## src/include/bmdl_pkg.sv

```systemverilog
// Shared constants for the packed-BCD multiply, divide and long subtract unit.
// Assumes one 250 MHz clock and an instruction sequencer that supplies words.

package bmdl_pkg;

  // ==========================================================================
  // Widths
  localparam int WORD_W     = 16;
  localparam int OPD_DIGITS = 8;
  localparam int BIN_W      = 27;
  localparam int PROD_W     = 54;
  localparam int BCD_W      = 64;

  // ==========================================================================
  // Numeric constants
  localparam logic [26:0] TEN_POW8  = 27'h5F5E100;
  localparam logic [3:0]  DIGIT_MAX = 4'h9;
  localparam logic [3:0]  DAB_LIMIT = 4'h5;
  localparam logic [3:0]  DAB_ADD   = 4'h3;

  // ==========================================================================
  // Step counts
  localparam logic [5:0] TOBIN_LAST = 6'h07;
  localparam logic [5:0] DIV_LAST   = 6'h1A;
  localparam logic [5:0] DAB_SHORT  = 6'h1A;
  localparam logic [5:0] DAB_LONG   = 6'h35;

  // ==========================================================================
  // Operation select
  localparam logic [1:0] OP_LSUB = 2'h0;
  localparam logic [1:0] OP_PROD = 2'h1;
  localparam logic [1:0] OP_DIV  = 2'h2;

  // Result word counts
  localparam logic [2:0] CNT_TWO  = 3'h2;
  localparam logic [2:0] CNT_FOUR = 3'h4;

  // ==========================================================================
  // Sequencer states
  typedef enum logic [2:0] {
    S_IDLE   = 3'h0,
    S_CHECK  = 3'h1,
    S_TOBIN  = 3'h2,
    S_CALC   = 3'h3,
    S_DIVIDE = 3'h4,
    S_TOBCD  = 3'h5,
    S_WRITE  = 3'h6
  } bmdl_state_type;

endpackage : bmdl_pkg

```

## src/design/bmdl_dabble_adj.sv

```systemverilog
// Binary-to-BCD correction step: adds three to every digit of five or more.
// Purely combinational; the caller shifts after adjusting.
`timescale 1ns/1ps
`default_nettype none

module bmdl_dabble_adj (
  // Digits in
  input  wire logic [63:0] bcd_in,
  // Digits out
  output logic      [63:0] bcd_out
);

  // ==========================================================================
  // Per-digit adjust
  genvar gi;
  generate
    for (gi = 0; gi < 16; gi++) begin : g_dig
      always_comb begin
        if (bcd_in[gi*4 +: 4] >= bmdl_pkg::DAB_LIMIT) begin
          bcd_out[gi*4 +: 4] = bcd_in[gi*4 +: 4] + bmdl_pkg::DAB_ADD;
        end else begin
          bcd_out[gi*4 +: 4] = bcd_in[gi*4 +: 4];
        end
      end
    end
  endgenerate

endmodule : bmdl_dabble_adj
`default_nettype wire

```

## src/design/bmdl_unit.sv

```systemverilog
// Packed-BCD execution unit: long subtract, multiply and divide.
// Assumes operands are stable on the strobe cycle and busy is honoured.
`timescale 1ns/1ps
`default_nettype none

module bmdl_unit (
  // Clock and reset
  input  wire logic        mclk,
  input  wire logic        rst,
  // Instruction request
  input  wire logic        scan_strobe,
  input  wire logic        exec_cond,
  input  wire logic        diff_mode,
  input  wire logic [1:0]  op_sel,
  input  wire logic        op_wide,
  input  wire logic        carry_clr,
  // Operand words, low word first
  input  wire logic [15:0] src_a0,
  input  wire logic [15:0] src_a1,
  input  wire logic [15:0] src_b0,
  input  wire logic [15:0] src_b1,
  // Indirect pointer check
  input  wire logic        ind_used,
  input  wire logic [15:0] ind_ptr,
  input  wire logic [15:0] ind_area_last,
  // Handshake
  output logic             busy,
  output logic             done,
  // Result words
  output logic             res_we,
  output logic      [2:0]  res_cnt,
  output logic      [15:0] res_w0,
  output logic      [15:0] res_w1,
  output logic      [15:0] res_w2,
  output logic      [15:0] res_w3,
  // Flags
  output logic             carry_flag,
  output logic             fault_flag,
  output logic             zero_flag
);

  // ==========================================================================
  // State
  typedef struct packed {
    bmdl_pkg::bmdl_state_type st;
    logic [1:0]  op;
    logic        wide;
    logic        borrow_in;
    logic        ptr_bad;
    logic [5:0]  cnt;
    logic        pass;
    logic [31:0] a_bcd;
    logic [31:0] b_bcd;
    logic [26:0] a_bin;
    logic [26:0] b_bin;
    logic [26:0] rem;
    logic [53:0] val;
    logic [63:0] bcd;
    logic [31:0] q_bcd;
    logic        carry_p;
    logic        zero_p;
    logic        cond_prev;
    logic        busy;
    logic        done;
    logic        res_we;
    logic [2:0]  res_cnt;
    logic [15:0] w0;
    logic [15:0] w1;
    logic [15:0] w2;
    logic [15:0] w3;
    logic        carry;
    logic        fault;
    logic        zero;
  } bmdl_regs_type;

  bmdl_regs_type r;
  bmdl_regs_type n;

  logic [15:0] dig_ok;
  logic [63:0] src_all;
  logic [3:0]  ptr_dig_ok;
  logic        ptr_bad;
  logic        fire;
  logic        eff_wide;
  logic [53:0] prod;
  logic [63:0] adj;
  logic [27:0] trial;
  logic [27:0] tsub;
  logic [26:0] qn;
  logic [27:0] sub_rhs;
  logic [26:0] diff_pos;
  logic [26:0] diff_neg;
  logic [26:0] diff;
  logic        neg;
  logic [63:0] bcd_nx;
  logic [5:0]  dab_last;

  // ==========================================================================
  // Digit validity
  // Both operands, high digits first
  assign src_all = {r.b_bcd, r.a_bcd};
  genvar gi;
  generate
    for (gi = 0; gi < 16; gi++) begin : g_dok
      assign dig_ok[gi] = (src_all[gi*4 +: 4] <= bmdl_pkg::DIGIT_MAX);
    end
    for (gi = 0; gi < 4; gi++) begin : g_pok
      assign ptr_dig_ok[gi] = (ind_ptr[gi*4 +: 4] <= bmdl_pkg::DIGIT_MAX);
    end
  endgenerate

  // Pointer not decimal or past area end
  assign ptr_bad = ind_used && (!(&ptr_dig_ok) || (ind_ptr > ind_area_last));

  // Differentiated form needs a rising condition
  assign fire = exec_cond && (!diff_mode || !r.cond_prev) && (op_sel != 2'h3);

  // Long subtract always takes both words
  assign eff_wide = op_wide || (op_sel == bmdl_pkg::OP_LSUB);

  // ==========================================================================
  // Arithmetic
  assign prod     = {27'h0, r.a_bin} * {27'h0, r.b_bin};
  assign trial    = {r.rem, r.val[26]};
  assign tsub     = trial - {1'b0, r.b_bin};
  assign sub_rhs  = {1'b0, r.b_bin} + {27'h0, r.borrow_in};
  // Negative exactly when minuend below subtrahend plus carry
  assign neg      = ({1'b0, r.a_bin} < sub_rhs);
  assign diff_pos = r.a_bin - r.b_bin - {26'h0, r.borrow_in};
  // Ten's complement of a negative difference
  assign diff_neg = r.a_bin + bmdl_pkg::TEN_POW8 - r.b_bin - {26'h0, r.borrow_in};
  assign diff     = neg ? diff_neg : diff_pos;
  assign dab_last = (r.op == bmdl_pkg::OP_PROD && r.wide) ? bmdl_pkg::DAB_LONG
                                                         : bmdl_pkg::DAB_SHORT;
  assign bcd_nx   = {adj[62:0], r.val[53]};

  bmdl_dabble_adj u_adj (
    .bcd_in  (r.bcd),
    .bcd_out (adj)
  );

  // ==========================================================================
  // Next state
  always_comb begin
    n        = r;
    n.done   = 1'b0;
    n.res_we = 1'b0;
    qn       = {r.val[25:0], 1'b0};
    case (r.st)
      bmdl_pkg::S_IDLE: begin
        // Carry clear acts whenever idle
        if (carry_clr) begin
          n.carry = 1'b0;
        end
        if (scan_strobe) begin
          n.cond_prev = exec_cond;
          if (fire) begin
            n.op      = op_sel;
            n.wide    = eff_wide;
            n.borrow_in = carry_clr ? 1'b0 : r.carry;
            n.ptr_bad = ptr_bad;
            n.a_bcd   = {eff_wide ? src_a1 : 16'h0000, src_a0};
            n.b_bcd   = {eff_wide ? src_b1 : 16'h0000, src_b0};
            n.busy    = 1'b1;
            n.st      = bmdl_pkg::S_CHECK;
          end else begin
            // Skip straight to the next instruction
            n.done = 1'b1;
          end
        end
      end
      bmdl_pkg::S_CHECK: begin
        if (!(&dig_ok) || r.ptr_bad ||
            (r.op == bmdl_pkg::OP_DIV && r.b_bcd == 32'h00000000)) begin
          n.fault = 1'b1;
          n.done  = 1'b1;
          n.busy  = 1'b0;
          n.st    = bmdl_pkg::S_IDLE;
        end else begin
          n.cnt   = 6'h00;
          n.a_bin = 27'h0000000;
          n.b_bin = 27'h0000000;
          n.st    = bmdl_pkg::S_TOBIN;
        end
      end
      bmdl_pkg::S_TOBIN: begin
        // Accumulate one digit per cycle, most significant first
        n.a_bin = {r.a_bin[23:0], 3'h0} + {r.a_bin[25:0], 1'h0}
                  + {23'h000000, r.a_bcd[31:28]};
        n.b_bin = {r.b_bin[23:0], 3'h0} + {r.b_bin[25:0], 1'h0}
                  + {23'h000000, r.b_bcd[31:28]};
        n.a_bcd = {r.a_bcd[27:0], 4'h0};
        n.b_bcd = {r.b_bcd[27:0], 4'h0};
        n.cnt   = r.cnt + 6'h01;
        if (r.cnt == bmdl_pkg::TOBIN_LAST) begin
          n.st = bmdl_pkg::S_CALC;
        end
      end
      bmdl_pkg::S_CALC: begin
        n.cnt  = 6'h00;
        n.pass = 1'b0;
        n.bcd  = 64'h0000000000000000;
        n.st   = bmdl_pkg::S_TOBCD;
        case (r.op)
          bmdl_pkg::OP_LSUB: begin
            n.val     = {diff, 27'h0000000};
            n.carry_p = neg;
            n.zero_p  = (diff == 27'h0000000);
          end
          bmdl_pkg::OP_PROD: begin
            n.val     = r.wide ? prod : {prod[26:0], 27'h0000000};
            n.carry_p = !r.wide && (prod >= {27'h0, bmdl_pkg::TEN_POW8});
            n.zero_p  = (prod == 54'h0);
          end
          default: begin
            n.rem = 27'h0000000;
            n.val = {27'h0000000, r.a_bin};
            n.st  = bmdl_pkg::S_DIVIDE;
          end
        endcase
      end
      bmdl_pkg::S_DIVIDE: begin
        // Restoring division, one quotient bit per cycle
        if (!tsub[27]) begin
          n.rem = tsub[26:0];
          qn[0] = 1'b1;
        end else begin
          n.rem = trial[26:0];
        end
        n.val = {27'h0000000, qn};
        n.cnt = r.cnt + 6'h01;
        if (r.cnt == bmdl_pkg::DIV_LAST) begin
          n.val     = {qn, 27'h0000000};
          n.carry_p = r.carry;
          n.zero_p  = (qn == 27'h0000000);
          n.cnt     = 6'h00;
          n.pass    = 1'b0;
          n.bcd     = 64'h0000000000000000;
          n.st      = bmdl_pkg::S_TOBCD;
        end
      end
      bmdl_pkg::S_TOBCD: begin
        n.bcd = bcd_nx;
        n.val = {r.val[52:0], 1'b0};
        n.cnt = r.cnt + 6'h01;
        if (r.cnt == dab_last) begin
          if (r.op == bmdl_pkg::OP_DIV && !r.pass) begin
            // Quotient done, convert remainder next
            n.q_bcd = bcd_nx[31:0];
            n.val   = {r.rem, 27'h0000000};
            n.bcd   = 64'h0000000000000000;
            n.cnt   = 6'h00;
            n.pass  = 1'b1;
          end else begin
            n.st = bmdl_pkg::S_WRITE;
          end
        end
      end
      bmdl_pkg::S_WRITE: begin
        n.res_we = 1'b1;
        n.done   = 1'b1;
        n.busy   = 1'b0;
        n.fault  = 1'b0;
        n.carry  = r.carry_p;
        n.zero   = r.zero_p;
        n.st     = bmdl_pkg::S_IDLE;
        n.res_cnt = bmdl_pkg::CNT_TWO;
        // Low word at the lower address
        case (r.op)
          bmdl_pkg::OP_DIV: begin
            if (r.wide) begin
              n.w0      = r.q_bcd[15:0];
              n.w1      = r.q_bcd[31:16];
              n.w2      = r.bcd[15:0];
              n.w3      = r.bcd[31:16];
              n.res_cnt = bmdl_pkg::CNT_FOUR;
            end else begin
              n.w0 = r.q_bcd[15:0];
              n.w1 = r.bcd[15:0];
            end
          end
          default: begin
            n.w0 = r.bcd[15:0];
            n.w1 = r.bcd[31:16];
            if (r.op == bmdl_pkg::OP_PROD && r.wide) begin
              n.w2      = r.bcd[47:32];
              n.w3      = r.bcd[63:48];
              n.res_cnt = bmdl_pkg::CNT_FOUR;
            end
          end
        endcase
      end
      default: begin
        n.st   = bmdl_pkg::S_IDLE;
        n.busy = 1'b0;
      end
    endcase
  end

  // ==========================================================================
  // Registers
  always_ff @(posedge mclk or posedge rst) begin
    if (rst) begin
      r <= '0;
    end else begin
      r <= n;
    end
  end

  // ==========================================================================
  // Outputs
  assign busy       = r.busy;
  assign done       = r.done;
  assign res_we     = r.res_we;
  assign res_cnt    = r.res_cnt;
  assign res_w0     = r.w0;
  assign res_w1     = r.w1;
  assign res_w2     = r.w2;
  assign res_w3     = r.w3;
  assign carry_flag = r.carry;
  assign fault_flag = r.fault;
  assign zero_flag  = r.zero;

endmodule : bmdl_unit
`default_nettype wire

```

## config.mk

```make
export PLATFORM = sky130hd
export DESIGN_NAME = bmdl_unit
export DESIGN_NICKNAME = d
export VERILOG_FILES = /design/src/include/bmdl_pkg.sv /design/src/design/bmdl_dabble_adj.sv /design/src/design/bmdl_unit.sv
export SDC_FILE = /design/constraint.sdc
export NUM_CORES = 2
export LEC_CHECK = 0
export BUFFER_PORTS_ARGS = -buffer_cell sky130_fd_sc_hd__buf_2
export CORE_ASPECT_RATIO = 1.5
export CORE_MARGIN = 2
export CORE_UTILIZATION = 60
export DETAILED_ROUTE_END_ITERATION = 12
export PLACE_DENSITY_LB_ADDON = 0.1
export SYNTH_ARGS = -nofsm -noshare
export SYNTH_HDL_FRONTEND = slang
export SYNTH_SLANG_ARGS = --single-unit
```

## constraint.sdc

```tcl
create_clock -name mclk -period 15.73 [get_ports mclk]
set_clock_uncertainty 0.1 [all_clocks]
set_input_delay 0.7865 -clock mclk [delete_from_list [all_inputs] [get_ports mclk]]
set_output_delay 0.7865 -clock mclk [all_outputs]
set_load 0.02 [all_outputs]
```

After elaboration in Yosys (flattened, before gate mapping). Cells that the tools add are included.

Register bits: 386. Bits of input ports: 106. Output and inout port bits: 73. Word-level logic and storage cells: 244.

Add/subtract/negate cells: 28. $mul: 1. Order comparisons: 39. Eq/ne operators: 24. Multiplexer cells: 71. Bitwise gates (word level): 1. Reductions and logical operators: 51.

Operators by type and width (count): case mux 118 bit (3 select lines) (1); 2-to-1 mux 150 bit (2); case mux 54 bit (2 select lines) (2); 2-to-1 mux 64 bit (2); case mux 64 bit (2 select lines) (1); 2-to-1 mux 118 bit (1); 2-to-1 mux 54 bit (2); 2-to-1 mux 27 bit (3); less-or-equal comparator 4 bit (second input constant) (20); 2-to-1 mux 68 bit (1); 2-to-1 mux 67 bit (1); greater-or-equal comparator 4 x 3 -> 1 bit (second input constant) (16); 2-to-1 mux 32 bit (2); adder 4 x 2 -> 4 bit (second input constant) (15); 2-to-1 mux 4 bit (15); adder 27 bit (2); adder 27 x 4 -> 27 bit (2); greater-or-equal comparator 54 x 27 -> 1 bit (second input constant) (1); zero test 27 bit (2); zero test 54 bit (1); multiplier 27 x 27 -> 54 bit (1); case mux 27 bit (2 select lines) (1); subtractor 27 x 1 -> 27 bit (2); subtractor 27 bit (2); other kinds (46) (117).

Logic depth before layout (Yosys ltp).
Depth after elaboration: 8. Mapped depth: 31. Mapped depth without buffers: 28.

Cells and area by module. A second synthesis with hierarchy kept.

Cells, all modules: 6176. Area, all modules: 52395.3 sq um.

Modules (own cells, without submodules): bmdl_unit (times used 1, cells an instance 5920, area an instance 50773.7 sq um, seq. area each 9634.2 sq um); bmdl_dabble_adj (times used 1, cells an instance 256, area an instance 1621.6 sq um, seq. area each 0.0 sq um).

Worst setup path after synthesis. OpenSTA, ideal clock, no wires.

Kind: register to register. Start point: reg r[281] (netlist name). End point: reg r[75] (netlist name). Library setup time: 0.126 ns. Arrival: 8.494 ns. Data required time: 15.504 ns. Path slack: 7.010 ns. Cell stages (with the launch flop): 28. Buffers on the path: 3. Period minus slack after synthesis: 8.720 ns. Path through: dfrtp_1 > clkbuf_1 > clkbuf_1 > nand2_1 > fa_1 > fa_1 > inv_1 > fa_1 > fa_1 > fa_1 > fa_1 > inv_1 > fa_1 > inv_1 > ha_1 > clkbuf_1 > and3_1 > nand2_1 > or3_1 > or2_2 > o21ai_2 > nor2_1 > xnor2_1 > or4_1 > or4b_1 > or2_0 > o41a_1 > o32a_1.

Cells in the longest elaborated chain, start to end: 5. Elaborated cells on any way between the ends: 6. Those cells by class: mul: 1; order compare: 2; mux: 2; reduce/logical: 1.

Ends and longest elaborated chain: start: declaration (line bmdl_unit.sv:76) `bmdl_regs_type r;`; start signal: assignment (line bmdl_unit.sv:306) `r <= n;`; multiplier 27 x 27 -> 54 bit (line bmdl_unit.sv:123) `assign prod = {27'h0, r.a_bin} * {27'h0, r.b_bin};`; greater-or-equal comparator 54 x 27 -> 1 bit (line bmdl_unit.sv:212) `n.carry_p = !r.wide && (prod >= {27'h0, bmdl_pkg::TEN_POW8});`; logical AND 1 bit (line bmdl_unit.sv:212); case mux 2 bit (2 select lines) * (line bmdl_unit.sv:204) `case (r.op)`; case mux 2 bit (2 select lines) * (line bmdl_unit.sv:149) `case (r.st)`.

Mark *: on every way between the ends. The rest lies on a longest branch, timed or not. A chain may end at the register's enable or synchronous reset.

Worst setup path after layout.
Start point: reg r[264] (netlist name). End point: reg r[75] (netlist name).

The elaborated chain is that of the path after synthesis.

==> metrics.csv <==
metric,value,unit
post-route setup TNS,0,ns
largest net degree at the start of global routing,150,
Post-synth EDFFs,0,
Placer Congestion,1.02,
Starting Density,60.7,%
Seq cells post-synth,385,
WP data arrival,10.73,ns
library cells used by synthesis,92,
row cnt,132,
drt first pass iters,6,
setup bufs post-CTS,0,
Post-CTS Resized,0,
IO buf count,177,
Worst Setup End Kind,flip-flop,
Syn Nets,7510,
clk sinks,385,
Yosys top cell area share,24.5,%
Num CTS Buffers,41,
DRC Markers,0,
"Hold Violations, Final",0,
GRT overflow,0,
Synth area leader,fa_1,
synth-to-layout area growth,5.49,%
final WL,181000,µm
outcome,"complete, no violations",
all-layer global routing usage,40.5,%
CTS tree,built,
clock transition at the registers of the reported paths,0.06,ns
initial antenna violation count,1,
vias per cell,6.20,
synthesized area per cell,8.37,µm²
via count,45600,
HP Class,in2async,
max_slew headroom,19.0,%
Final Critical Period,10.36,ns
Tcrit/Tclk final,65.9,%
Crit Path Max Fanout,19,
"Data required, critical path",16.11,ns
chip width,246,µm
Die H,366,µm
DR iter-0 viols,3684,
H-tree levels,2,
CORE AREA,0.0865,mm²
post-cts hold buffer count,0,
Die ar.,0.0899,mm²
Synth area leaders,"fa_1, dfrtp_1, ha_1",
worst skew pair latency,0.63,ns
first-pass GRT wire length,275000,µm
Root Buffer,clkbuf_16,
RSZ-0062 raised after global routing,no,
Post-synth ARST share,100,%
Slew @ Worst Pin,1.20,ns
sequential fraction of the synthesis area,18.3,%
Synth Cell Area,0.0525,mm²
Startpoint Class,flip-flop,
FF-to-FF setup slack,5.37,ns
layout cell share with drive strength beyond 1,6.83,%
critical setup path kind,reg2reg,
max cap viols,0,
CTS Buffer Depth,3,
Routed Antenna Nets,0,
Post-Synthesis Cells,6270,
Layout Nets,7419,
Synth warnings,0,
final setup fails,0,
routed len/inst,24.6,µm
Fmax achieved,96.5,MHz
dpl hpwl,137000,µm
Slew Limit Fails,0,
number of global-route vias before repair,46800,
io pins,179,
ys flop type,dfrtp_1,
[metal layers]
metal | routed length (µm) | track usage [%]
met1 | 62400 | 45.6
met2 | 86900 | 68.6
met3 | 14400 | 6.68
met4 | 17100 | 30.3
met5 | 0 | 0
[through the flow]
step / utilization (%) / setup WS [ns] / instances / cell area [µm²] / hold WS [ns]
after floorplan: - / 4.14 / 6270 / 52500 / 0.339
after global placement: 62.2 / 5.66 / 7275 / 53900 / 0.353
after detailed placement: 62.2 / 5.49 / 7275 / 53900 / 0.360
after CTS: 64.0 / 5.44 / 7349 / 55400 / 0.292
after global routing: 64.0 / 5.03 / 7349 / 55400 / 0.306
final: 64.0 / 5.37 / 7350 / 55400 / 0.235
[cell families (layout without fill, tap and decap cells)]
logic type | after synthesis | count (layout) | synth area share (%)
simple gates | 1890 | 1890 | 15.4
buf+inv | 1369 | 1309 | 10.4
compound gates | 1207 | 1207 | 14.6
fa+ha+maj | 1134 | 1134 | 36.2
flops | 385 | 385 | 18.3
xor+xnor | 193 | 193 | 3.22
mux | 91 | 91 | 1.77
other cells | 1 | 2 | 0.00714
[flip-flops by register name, summed over array words and instances (netlist names), 2 cells and up]
signal,flops
res_w3,16
res_w0,16
res_w2,16
res_cnt,2
res_w1,16
r,286
qn,26
[worst max-delay path, stage by stage, from the launching register on]
cell	delay [ns]
dfrtp_1	1.05
clkinv_1	0.98
nor2_1	0.39
fa_1	0.46
fa_1	0.52
inv_1	0.06
fa_1	0.49
fa_1	0.51
inv_1	0.05
fa_1	0.47
fa_1	0.54
inv_1	0.05
fa_1	0.53
inv_1	0.04
ha_1	0.44
and3_1	0.27
nand2_1	0.12
or3_1	0.37
or2_2	0.31
o21ai_2	0.26
nor2_1	0.11
xnor2_1	0.19
or4_1	0.51
or4b_1	0.55
or2_0	0.24
o41a_1	0.41
o32a_1	0.17
[final timing paths]
check                            from         end  depth (start not counted)
max                            r[264]       r[75]                         26
min                               rst   res_w0[3]                          2
max reg2reg                    r[264]       r[75]                         26
min reg2reg                res_w3[14]  res_w3[14]                          2
max in group asynchronous         rst      r[170]                          4
min in group mclk           src_a0[3]      r[342]                          3
[synthesized netlist by cell type, drive strengths merged (46+ instances only)]
master and number:
nor3 66, a21oi 308, xor2 62, o22ai 59, dfrtp 385, o21ai 325, a21o 60, ha 491
o31ai 46, nor2 513, nand3 97, xnor2 131, inv 940, a31oi 92, mux2i 75, buf 138
fa 643, nand2 935, clkbuf 277
[cell usage in the layout (no fill, tap or decap), types with 59 or more instances in the layout]
master	n
nand3_1	95
xnor2_1	131
ha_1	491
nor3_1	62
fa_1	643
inv_1	936
o22ai_1	59
a21o_1	60
nand2_1	932
o21ai_0	318
mux2i_1	75
buf_4	103
xor2_1	62
nor2_1	511
buf_2	177
dfrtp_1	383
a31oi_1	91
a21oi_1	304
[area by class of cell]
type                       instances  area [µm²]
antenna                            1        2.50
clock buffer                      51        1130
clock inverter                    23         394
fill                            7673       31200
inverter                         954        3590
multi-input combinational       4516       37500
sequential                       385        9640
tap                             1139        1430
timing repair buffer             281        1680
Power is left out: the tool's default activity adds up to more than one toggle a clock period on the data nets, which glitch-free logic cannot reach.
